<file path="src/mrx_pkg.sv">
// package of constants and types for the move and return instruction executor
package mrx_pkg;
   // ==========================================
   // widths
   localparam int DATA_W  = 8;
   localparam int ADDR_W  = 7;
   localparam int PC_W    = 13;
   localparam int STK_D   = 8;
   localparam int STK_AW  = 3;
   // ==========================================
   // field positions and reset values
   localparam int GLB_EN_BIT = 7;                 // global enable inside irq control
   localparam logic [ADDR_W-1:0] IRQ_CTRL_ADDR  = 7'h0b;
   localparam logic [DATA_W-1:0] W_RESET        = 8'h00;
   localparam logic [PC_W-1:0]   PC_RESET       = 13'h0000;
   localparam logic [STK_AW-1:0] SP_RESET       = 3'h0;
   localparam logic              DIR_TO_WORK    = 1'b0;
   localparam logic              DIR_TO_FILE    = 1'b1;
   // ==========================================
   // cycle counts
   localparam logic [1:0] CYC_SINGLE = 2'h1;
   localparam logic [1:0] CYC_RETURN = 2'h2;
   // ==========================================
   // operation codes presented by the decode stage
   typedef enum logic [2:0] {
      MRX_NOP   = 3'h0,
      MRX_FMOVE = 3'h1,
      MRX_WTOF  = 3'h2,
      MRX_LDLIT = 3'h3,
      MRX_RETI  = 3'h4,
      MRX_RETL  = 3'h5,
      MRX_RET   = 3'h6
   } mrx_op_e;
   // executor states, gray coded along idle -> flush -> idle
   typedef enum logic [1:0] {
      MRX_IDLE  = 2'b00,
      MRX_FLUSH = 2'b01
   } mrx_state_e;
endpackage : mrx_pkg

</file>
<file path="src/mrx_exec.sv">
// move and return instruction executor of the 8-bit core
`timescale 1ns/1ps
module mrx_exec
   import mrx_pkg::*;
(
   input  wire logic              CLK,
   input  wire logic              RESET,
   input  wire logic              INSTR_VALID,
   input  wire logic [2:0]        INSTR_OP,
   input  wire logic [ADDR_W-1:0] INSTR_ADDR,
   input  wire logic              INSTR_DIR,
   input  wire logic [DATA_W-1:0] INSTR_LIT,
   input  wire logic              CALL_PUSH,
   input  wire logic [PC_W-1:0]   CALL_TARGET,
   input  wire logic [DATA_W-1:0] FILE_RDATA,
   output logic                   INSTR_READY,
   output logic      [ADDR_W-1:0] FILE_ADDR,
   output logic      [DATA_W-1:0] FILE_WDATA,
   output logic                   FILE_WE,
   output logic      [DATA_W-1:0] WORK,
   output logic                   ZERO,
   output logic                   GLB_EN_SET,
   output logic      [PC_W-1:0]   PC,
   output logic      [STK_AW-1:0] STACK_PTR
);
   mrx_state_e        state_r;
   mrx_state_e        state_nxt;
   logic [PC_W-1:0]   top;
   logic              take;
   logic              is_ret;
   logic              pop;
   mrx_op_e           op;

   // ==========================================
   // decode helpers
   function automatic logic op_is_return(input mrx_op_e o);
      return (o == MRX_RETI) || (o == MRX_RETL) || (o == MRX_RET);
   endfunction : op_is_return

   assign op          = mrx_op_e'(INSTR_OP);
   assign INSTR_READY = (state_r == MRX_IDLE);   // stalls fetch during the flush cycle
   assign take        = INSTR_VALID && INSTR_READY;
   assign is_ret      = op_is_return(op);
   assign pop         = take && is_ret;

   mrx_stack u_stack (
      .CLK       (CLK),
      .RESET     (RESET),
      .push      (CALL_PUSH && !pop),
      .pop       (pop),
      .push_data (CALL_TARGET),
      .top_r     (top),
      .sp_r      (STACK_PTR)
   );

   // ==========================================
   // sequencer: returns spend a second cycle flushing the fetched word
   always_comb begin
      state_nxt = state_r;
      unique case (state_r)
         MRX_IDLE:  if (pop) state_nxt = MRX_FLUSH;
         MRX_FLUSH: state_nxt = MRX_IDLE;
         default:   state_nxt = MRX_IDLE;
      endcase
   end

   always_ff @(posedge CLK or posedge RESET) begin
      if (RESET) state_r <= MRX_IDLE;
      else       state_r <= state_nxt;
   end

   // ==========================================
   // file register port; address is combinational so the read lands in the same cycle
   assign FILE_ADDR = INSTR_ADDR;

   always_ff @(posedge CLK or posedge RESET) begin
      if (RESET) begin
         FILE_WE    <= 1'b0;
         FILE_WDATA <= W_RESET;
      end else begin
         FILE_WE <= 1'b0;
         if (take && op == MRX_WTOF) begin
            FILE_WE    <= 1'b1;
            FILE_WDATA <= WORK;
         end else if (take && op == MRX_FMOVE && INSTR_DIR == DIR_TO_FILE) begin
            FILE_WE    <= 1'b1;
            FILE_WDATA <= FILE_RDATA;
         end
      end
   end

   // ==========================================
   // working register
   always_ff @(posedge CLK or posedge RESET) begin
      if (RESET) begin
         WORK <= W_RESET;
      end else if (take) begin
         unique case (op)
            MRX_FMOVE: if (INSTR_DIR == DIR_TO_WORK) WORK <= FILE_RDATA;
            MRX_LDLIT: WORK <= INSTR_LIT;
            MRX_RETL:  WORK <= INSTR_LIT;
            default:   WORK <= WORK;
         endcase
      end
   end

   // zero flag: only the file move touches it; a write-back keeps the zero test usable
   always_ff @(posedge CLK or posedge RESET) begin
      if (RESET) ZERO <= 1'b0;
      else if (take && op == MRX_FMOVE) ZERO <= (FILE_RDATA == 8'h00);
   end

   // global enable set pulse toward irq control bit GLB_EN_BIT; a pulse, not a level,
   // so the irq control block keeps sole ownership of the enable bit
   always_ff @(posedge CLK or posedge RESET) begin
      if (RESET) GLB_EN_SET <= 1'b0;
      else       GLB_EN_SET <= take && op == MRX_RETI;
   end

   // ==========================================
   // program counter: one step per instruction, stack top on return
   // the stack top is registered, so a push just before a return is already visible
   always_ff @(posedge CLK or posedge RESET) begin
      if (RESET)    PC <= PC_RESET;
      else if (pop) PC <= top;
      else if (take) PC <= PC + 13'h0001;
   end
endmodule : mrx_exec

</file>
<file path="src/mrx_stack.sv">
// hardware return stack with registered top-of-stack output
`timescale 1ns/1ps
module mrx_stack
   import mrx_pkg::*;
(
   input  wire logic              CLK,
   input  wire logic              RESET,
   input  wire logic              push,
   input  wire logic              pop,
   input  wire logic [PC_W-1:0]   push_data,
   output logic      [PC_W-1:0]   top_r,
   output logic      [STK_AW-1:0] sp_r
);
   logic [PC_W-1:0] mem [STK_D];
   // ==========================================
   // storage; the stack wraps on overflow as a circular buffer
   always_ff @(posedge CLK) begin
      if (push) begin
         mem[sp_r] <= push_data;
      end
   end
   // pointer
   always_ff @(posedge CLK or posedge RESET) begin
      if (RESET) begin
         sp_r <= SP_RESET;
      end else if (push) begin
         sp_r <= sp_r + 3'h1;
      end else if (pop) begin
         sp_r <= sp_r - 3'h1;
      end
   end
   // registered top value, read one below the pointer after each change
   always_ff @(posedge CLK or posedge RESET) begin
      if (RESET) begin
         top_r <= PC_RESET;
      end else if (push) begin
         top_r <= push_data;
      end else if (pop) begin
         top_r <= mem[sp_r - 3'h2];
      end else begin
         top_r <= mem[sp_r - 3'h1];
      end
   end
endmodule : mrx_stack

</file>
<file path="config.mk">
export PLATFORM = sky130hd
export DESIGN_NAME = mrx_exec
export DESIGN_NICKNAME = d
export VERILOG_FILES = /design/src/mrx_pkg.sv /design/src/mrx_exec.sv /design/src/mrx_stack.sv
export SDC_FILE = /design/constraint.sdc
export NUM_CORES = 1
export LEC_CHECK = 0
export ABC_AREA = 1
export BUFFER_PORTS_ARGS = -buffer_cell sky130_fd_sc_hd__buf_2
export CAP_MARGIN = 20
export CORE_ASPECT_RATIO = 0.5
export CORE_UTILIZATION = 54
export DETAILED_ROUTE_END_ITERATION = 7
export PLACE_DENSITY = 0.86
export SLEW_MARGIN = 0
export SYNTH_ARGS = -nofsm -noshare
export SYNTH_HDL_FRONTEND = slang
export SYNTH_HIERARCHICAL = 1
export SYNTH_SLANG_ARGS = --single-unit
</file>
<file path="constraint.sdc">
create_clock -name CLK -period 2.3 [get_ports CLK]
set_input_delay 0.115 -clock CLK [delete_from_list [all_inputs] [get_ports CLK]]
set_output_delay 0.115 -clock CLK [all_outputs]
set_load 0.1 [all_outputs]
</file>
Word level (Yosys, flattened, before mapping)

Memory sizes are Yosys's and may differ from the RTL's.
Index checks and enable logic that the tools add are counted.

Output and inout bits: 43
Bits in latches: 0
Memories: 1
RAM bits: 104
Logic and storage cells: 56
ROM bits: 0
Input port bits: 44
Register bits after elaboration: 50

Memories:

| memory      | depth | width | rd ports | clocked after memory_dff | write ports | line            | RTL |
|---|---|---|---|---|---|---|---|
| u_stack.mem | 8     | 13    | 2        | 0                        | 1           | mrx_stack.sv:14 | `logic [PC_W-1:0] mem [STK_D];` |

Muxes and demuxes: 16
Bitwise logic cells: 0
Shift operators: 0
Equal/unequal tests: 8
Div/mod/pow operators: 0
Multiply operators: 0
Reduce and logical (&&, ||, !) cells: 18
Add/sub/neg operators: 4
Magnitude comparators: 0

Operators by type and width:

| kind                                                   | count |
|---|---|
| two-way mux 13 bit                                     | 4 |
| two-way mux 8 bit                                      | 3 |
| case mux 8 bit (2 select lines)                        | 1 |
| adder 13 x 1 -> 13 bit (second input constant)         | 1 |
| equality test 3 bit (second input constant)            | 3 |
| logical NOT 8 bit                                      | 1 |
| nonzero test 2 bit                                     | 4 |
| logical AND 1 bit                                      | 7 |
| equality test 3 x 2 -> 1 bit (second input constant)   | 2 |
| two-way mux 3 bit                                      | 2 |
| two-way mux 1 bit                                      | 4 |
| two-way mux 2 bit                                      | 2 |
| adder 3 x 1 -> 3 bit (second input constant)           | 1 |
| equality test 3 x 1 -> 1 bit (second input constant)   | 1 |
| AND reduction 3 bit                                    | 1 |
| subtractor 3 x 1 -> 3 bit (second input constant)      | 1 |
| subtractor 3 x 2 -> 3 bit (second input constant)      | 1 |
| logical NOT 2 bit                                      | 1 |
| logical OR 1 bit                                       | 2 |
| inequality test 2 x 1 -> 1 bit (second input constant) | 1 |
| inequality test 2 bit (second input constant)          | 1 |
| OR reduction 2 bit                                     | 1 |
| logical NOT 1 bit                                      | 1 |

Depth between registers and ports, before layout

Gate-level depths: netlist (run 1).

Word-level depth: 8
Depth in mapped cells: 14
Gate-level depth less buffers: 9

Modules after synthesis

The synthesis (run 1) kept the hierarchy.

Modules (own cells, without submodules):

| module    | area an instance (um^2) | instances | seq. area each (um^2) | cells an instance |
|---|---|---|---|---|
| mrx_stack | 6,221.0                 | 1         | 3,523.4               | 738 |
| mrx_exec  | 2,039.5                 | 1         | 825.8                 | 288 |

Least setup slack after synthesis (run 1)

Ideal clock, no wire load.

Kind: register to register
Start point: reg u_stack.sp_r[1]
End point: reg u_stack.top_r[5]
Path slack: -0.435 ns
Arrival: 2.669 ns
Data required time: 2.234 ns
Stages on the path, launching flop included: 13
Clock period less this slack: 2.735 ns
Cells stage by stage: dfrtp_1 buf_2 inv_2 buf_2 ha_1 buf_2 buf_1 nand3_1 nand3_1 nand3_1 nand2_1 nand2_1 nand2_1

Longest elaborated chain between the ends: 4

RTL lines:

| what                                                                   | line                             | RTL |
|---|---|---|
| from (decl)                                                            | mrx_stack.sv:12                  | `output logic [STK_AW-1:0] sp_r` |
| from (signal assigned)                                                 | mrx_stack.sv:27                  | `sp_r <= sp_r + 3'h1;` |
| from (signal assigned)                                                 | mrx_stack.sv:29                  | `sp_r <= sp_r - 3'h1;` |
| subtractor 3 x 1 -> 3 bit or subtractor 3 x 2 -> 3 bit (tied branches) | mrx_stack.sv:41, mrx_stack.sv:39 |  |
| memory (8 x 13 bit) (*)                                                | -                                |  |
| two-way mux 13 bit (*)                                                 | mrx_stack.sv:38                  | `end else if (pop) begin` |
| two-way mux 13 bit (*)                                                 | mrx_stack.sv:36                  | `end else if (push) begin` |
| to (signal assigned)                                                   | mrx_stack.sv:37                  | `top_r <= push_data;` |
| to (signal assigned)                                                   | mrx_stack.sv:39                  | `top_r <= mem[sp_r - 3'h2];` |
| to (signal assigned)                                                   | mrx_stack.sv:41                  | `top_r <= mem[sp_r - 3'h1];` |
| to (decl)                                                              | mrx_stack.sv:11                  | `output logic [PC_W-1:0] top_r,` |

Mark *: on every way between the ends. The rest lies on a longest branch, timed or not.
A chain may end at the register's enable or synchronous reset.

Worst setup path in the final report (run 1)

Start point: reg u_stack.sp_r[0]
End point: reg u_stack.top_r[8]

Same word-level chain as after synthesis.

==> reports/metrics.csv, run 1 <==
metric;value;unit
drt_wl_total;22.4;mm
num-fill-cells;1114;
cts_made_buffers;17;
core_area;14700;µm²
synth_top_area_share;37.8;%
holdPathStages;1;
path_buf_inv;1;
synth_area_per_cell;8.05;µm²
yosysUniqueCellTypes;32;
reg2regPathDepth;8;
synthCells;1026;
drc;8;
initialDrtViolationCount;1079;
critPathLaunch;u_stack/sp_r[0];
rsz0062_at_grt;false;
fin_hold_ws;0.873;ps
ys_warn_count;6;
cp.required;2620;ps
cts_setup_buffers;0;
end_kind;flip-flop;
crit_cells;8;
grt_max_degree;110;
leakage;4.61;nW
die_area;15800;µm²
wl_per_cell;17.0;µm
violations;design-rule violations;
ys_seq_area_share;52.7;%
clock_path_buffers;2;
vias_per_cell;5.67;
synthTopCellsByArea;edfxtp_1 (38%), nand2_1 (18%), dfrtp_1 (15%), nand3_1 (11%), inv_1 (5.5%);
root_buffer;clkbuf_16;
htree_levels;4;
dpl.hpwl;14.0;mm
max_freq;462;MHz
slew_violations;0;
max_stage_delay;790;ps
min_path_type;in -> reg;
max_slew_margin;35.2;%
worstMarginPinSlew;967;ps
place_congestion;0.909;
num_rows;31;
outcome;complete, but fails checks;
finalClockSkew;10.3;ps
fin_tns_setup;0;ps
grt_overflow;0;
cts_tree;yes;
synth-seq-cells;153;
path_class;reg -> reg;
grt_use_total;29.6;%
hold_start;CALL_TARGET[2];
antenna_left;0;
clock_sinks;153;
netlist_area;8260;µm²
netlist.top_cell.by_area;edfxtp_1;
multi_input_area;3110;µm²
clkSlewWorstSetupHoldPaths;70;ps
clk_latency;430;ps
cp_max_fo;13;
hold_viol;0;
finalCritPeriodShare;94.2;%
slowest_stage;xnor2_2;
final_nets;1154;
vdd_drop_max;1.08;mV
total_power;13.4;mW
r2r-start;u_stack/sp_r[0];
dieHeight;89.5;µm
finalCriticalPeriod;2170;ps
crit_path_frequent_cell;nand2_1;
start_kind;flip-flop;
grt_pass1_vias;7183;
maxCapViolations;0;
antenna_found_initial;0;
diodes;0;
setup_violations;0;
crit_chain;inv_2 > ha_1 > xnor2_2 > nand3_1 > nand3_1 > nand2_1 > nand2_1 > nand2_1;
dr.pass1.iters;8;
die_x;177;µm
start_util;56.2;%
p_per_area;1410;nW/µm²
area_delta_synth_final;15.2;%
drive_gt1_share;14.2;%
vias;7456;
grt_pass1_wl;35.6;mm
syn_nets;1077;
crit_arrival;2480;ps
port_buffers;72;
critPathTopFamily;XOR/XNOR gates;
ff_latch_area;4360;µm²
num_io_pins;87;
cells in the final DEF (no fill, tap or decap), types with 17 or more instances in the layout:
cell type and count:
buf_4 29, o21ai_0 29, nand2_1 399, clkbuf_16 17, inv_1 121, edfxtp_1 104
nor2_1 28, nand3_1 183, dfrtp_1 46, buf_2 72
synth_stat cells:
| cell | number |
|---|---|
| buf_4 | 15 |
| nand2_4 | 4 |
| or2_2 | 1 |
| o211ai_1 | 9 |
| inv_2 | 5 |
| o21bai_1 | 1 |
| nand4_1 | 5 |
| nand2_1 | 399 |
| nor2_4 | 2 |
| nand3_1 | 183 |
| buf_6 | 4 |
| buf_1 | 5 |
| o21ai_0 | 29 |
| nor4_1 | 3 |
| nor2_1 | 28 |
| o22ai_4 | 1 |
| xnor2_2 | 1 |
| ha_1 | 7 |
| inv_1 | 121 |
| nand3b_1 | 1 |
| dfrtp_1 | 49 |
| nand2_2 | 3 |
| o21ai_1 | 5 |
| xor2_1 | 1 |
| buf_2 | 24 |
| clkbuf_1 | 8 |
| o31ai_1 | 1 |
| o21ai_2 | 2 |
| edfxtp_1 | 104 |
| xnor2_1 | 1 |
| a21oi_1 | 3 |
| xor2_2 | 1 |
registers in the layout (all words and copies together) (netlist names), 3 cells and up:
name and flops:
PC 13, u_stack/sp_r 3, FILE_WDATA 8, WORK 8, u_stack/mem 104, u_stack/top_r 13
kinds of logic (layout without fill, tap and decap cells):
kind of cell             count (synthesis)  count (layout)  share of synthesized area, %
AND/OR/NAND/NOR                        629             629                          32.3
buffers and inverters                  182             272                          9.68
flip-flops                             153             153                          52.7
AO/OA/AOI/OAI                           51              51                          3.70
adder cells (fa/ha/maj)                  7               7                          1.06
XOR/XNOR                                 4               4                         0.606
what timing repair did:
item,4_1_cts,5_1_grt
hold endpoints to repair,103,0
setup endpoints to repair,0,0
resized for setup,0,0
hold buffers,11,0
through the flow:
| step | instances | cell area [µm²] | setup slack, ps | util, % |
|---|---|---|---|---|
| 6_report | 1314 | 9520 | 133 | 64.8 |
| 5_1_grt | 1314 | 9520 | 70.9 | 64.8 |
| 4_1_cts | 1314 | 9520 | 193 | 64.8 |
| 3_5_place_dp | 1271 | 8810 | 216 | 59.9 |
| 3_3_place_gp | 1271 | 8810 | 341 | 59.9 |
| 2_1_floorplan | 1026 | 8280 | 9.70 | - |
where the power goes:
group | total (mW) | internal (mW) | switching (mW) | leakage [nW]
logic | 6.69 | 1.76 | 4.93 | 2.78
registers | 3.83 | 3.48 | 0.351 | 1.54
clock network | 2.86 | 1.66 | 1.20 | 0.295
final cells by class:
type	instances	area share, %
clock buffer	18	4.61
clock inverter	14	1.70
sequential	153	45.8
tap	198	2.60
inverter	126	4.97
timing repair buffer	114	7.65
multi-input combinational	691	32.7
final timing paths:
check	end	slack (ps)
worst max-delay path	u_stack/top_r[8]	130
worst min-delay path	u_stack/mem[0][2]	0.9
worst max register to register	u_stack/top_r[8]	130
worst min register to register	ZERO	480
max in group asynchronous	u_stack/sp_r[1]	1400
min in group asynchronous	PC[2]	350
layer usage:
| layer | part of all wire [%] | vias up | global-route usage [%] |
|---|---|---|---|
| li1 | - | 3448 | - |
| met1 | 39 | 3401 | 37.3 |
| met2 | 46 | 518 | 49.5 |
| met3 | 12 | 89 | 6.68 |
| met4 | 3.3 | 0 | 13.8 |
| met5 | 0 | - | 0 |
No activity file was read; power rests on OpenSTA's default activity.
==> run 2, diff against run 1 <==
Settings changed: MAX_ROUTING_LAYER set to met4.
==> reports/metrics.csv, run 2 (synthesis results as in run 1) <==
metric;value;unit
path_class;reg -> reg;
dr.pass1.iters;6;
grt_max_degree;110;
end_kind;flip-flop;
vias;7458;
setup_violations;0;
finalClockSkew;9.95;ps
diodes;0;
cts_tree;yes;
max_freq;474;MHz
finalCriticalPeriod;2110;ps
final_nets;1146;
port_buffers;72;
htree_levels;4;
clk_latency;420;ps
die_x;177;µm
cts_setup_buffers;0;
p_seq_share;28.4;%
initialDrtViolationCount;899;
worstMarginPinSlew;849;ps
cp.required;2600;ps
biggestRegsByFlops;u_stack/mem x104, PC x13, u_stack/top_r x13;
top_layer;met4;
place_congestion;0.891;
hold_viol;0;
p_comb_share;49.8;%
crit_chain;inv_2 > ha_1 > xnor2_2 > nand3_1 > nand3_1 > nand2_1 > nand2_1 > nand2_1;
p_per_area;1430;nW/µm²
largest_register_ffs;104;
dieHeight;89.5;µm
final_core_util;64.3;%
antenna_found_initial;0;
drc;0;
wl_per_cell;17.2;µm
min_path_type;in -> reg;
internal_power;7.10;mW
cts-hold-fix-buffers;3;
max_stage_delay;710;ps
leakage;4.58;nW
maxCapViolations;0;
dpl.hpwl;14.1;mm
start_util;56.2;%
switching_share;47.4;%
grt_overflow;0;
grt_pass1_vias;6928;
r2r_slack;190;ps
clkSlewWorstSetupHoldPaths;60;ps
wl_met3;2.58;mm
clock_sinks;153;
root_buffer;clkbuf_16;
start_kind;flip-flop;
clock_path_buffers;2;
crit_path_frequent_cell;nand2_1;
cts_made_buffers;17;
finalCritPeriodShare;91.7;%
met2_length;10.6;mm
fin_tns_setup;0;ps
vdd_drop_max;1.15;mV
vias_per_cell;5.71;
antenna_left;0;
grt_use_total;30.3;%
grt_pass1_wl;35.4;mm
core_area;14700;µm²
wl_met1;8.87;mm
slew_violations;0;
num_io_pins;87;
outcome;complete, no violations;
rsz0062_at_grt;false;
clockPowerShare;21.8;%
top_register;u_stack/mem;
total_power;13.5;mW
num_rows;31;
drive_gt1_share;13.8;%
cp_max_fo;13;
drt_wl_total;22.5;mm
die_area;15800;µm²
final_common_cell;nand2_1;
layout_common_cells;nand2_1 (399), nand3_1 (183), inv_1 (121);
crit_arrival;2410;ps
max_slew_margin;43.1;%
slowest_stage;xnor2_2;
area_delta_synth_final;14.5;%
cts_resized;0;
p_switching;6.40;mW
[run 2: cell count changes in the layout (fill, tap and decap cells not counted), sizes merged]
cell	before	now
clkbuf	18	20
clkinv	5	4
inv	132	129
dlygate4sd3	11	3
bufinv	2	4
[run 2: worst paths after layout]
| path | startpoint | endpoint | cells after the start |
|---|---|---|---|
| setup / recovery | u_stack/sp_r[0] | u_stack/top_r[0] | 8 |
| hold / removal | CALL_TARGET[3] | u_stack/mem[6][3] | 1 |
| setup reg to reg | u_stack/sp_r[0] | u_stack/top_r[0] | 8 |
| hold reg to reg | ZERO | ZERO | 2 |
| max in group asynchronous | RESET | u_stack/sp_r[1] | 3 |
| min in group asynchronous | RESET | PC[2] | 4 |
[run 2: power by group through the flow]
stage | clock network, mW | registers (mW) | logic (mW)
after floorplan | 0 | 4.94 | 3.93
after global placement | 0 | 3.84 | 6.31
after detailed placement | 0 | 3.87 | 6.42
after CTS | 2.96 | 3.82 | 6.53
after global routing | 3.07 | 3.88 | 7.23
final | 2.95 | 3.83 | 6.72
[run 2: area by class of cell]
type                    instances  area, µm²
clock inverters                12        171
multi-input cells             691       3110
clock buffers                  20        437
well taps                     198        248
repair buffers                106        661
flip-flops and latches        153       4360
fillers                      1110       5240
inverters                     126        473
[run 2: worst max-delay path, delay by kind of cell, from the launching register on]
| family | cells | cell delay, ps |
|---|---|---|
| flops | 1 | 430 |
| buf+inv | 1 | 60 |
| simple gates | 5 | 530 |
| xor+xnor | 1 | 710 |
| fa+ha+maj | 1 | 270 |
[run 2: per-layer routing]
| layer | track usage, % | vias to the layer above |
|---|---|---|
| met5 | - | - |
| met4 | 9.80 | 0 |
| met3 | 7.57 | 59 |
| met2 | 49.8 | 520 |
| met1 | 37.0 | 3440 |
| li1 | - | 3439 |
[run 2: stage by stage]
| step | cells | area, µm² | hold slack [ps] | setup slack, ps |
|---|---|---|---|---|
| after detailed placement | 1271 | 8820 | 231 | 328 |
| after global routing | 1306 | 9460 | 8.81 | 127 |
| final | 1306 | 9460 | 4.01 | 191 |
| after global placement | 1271 | 8820 | 231 | 405 |
| after CTS | 1306 | 9460 | 1.35 | 285 |
| after floorplan | 1026 | 8280 | 28.7 | 9.70 |
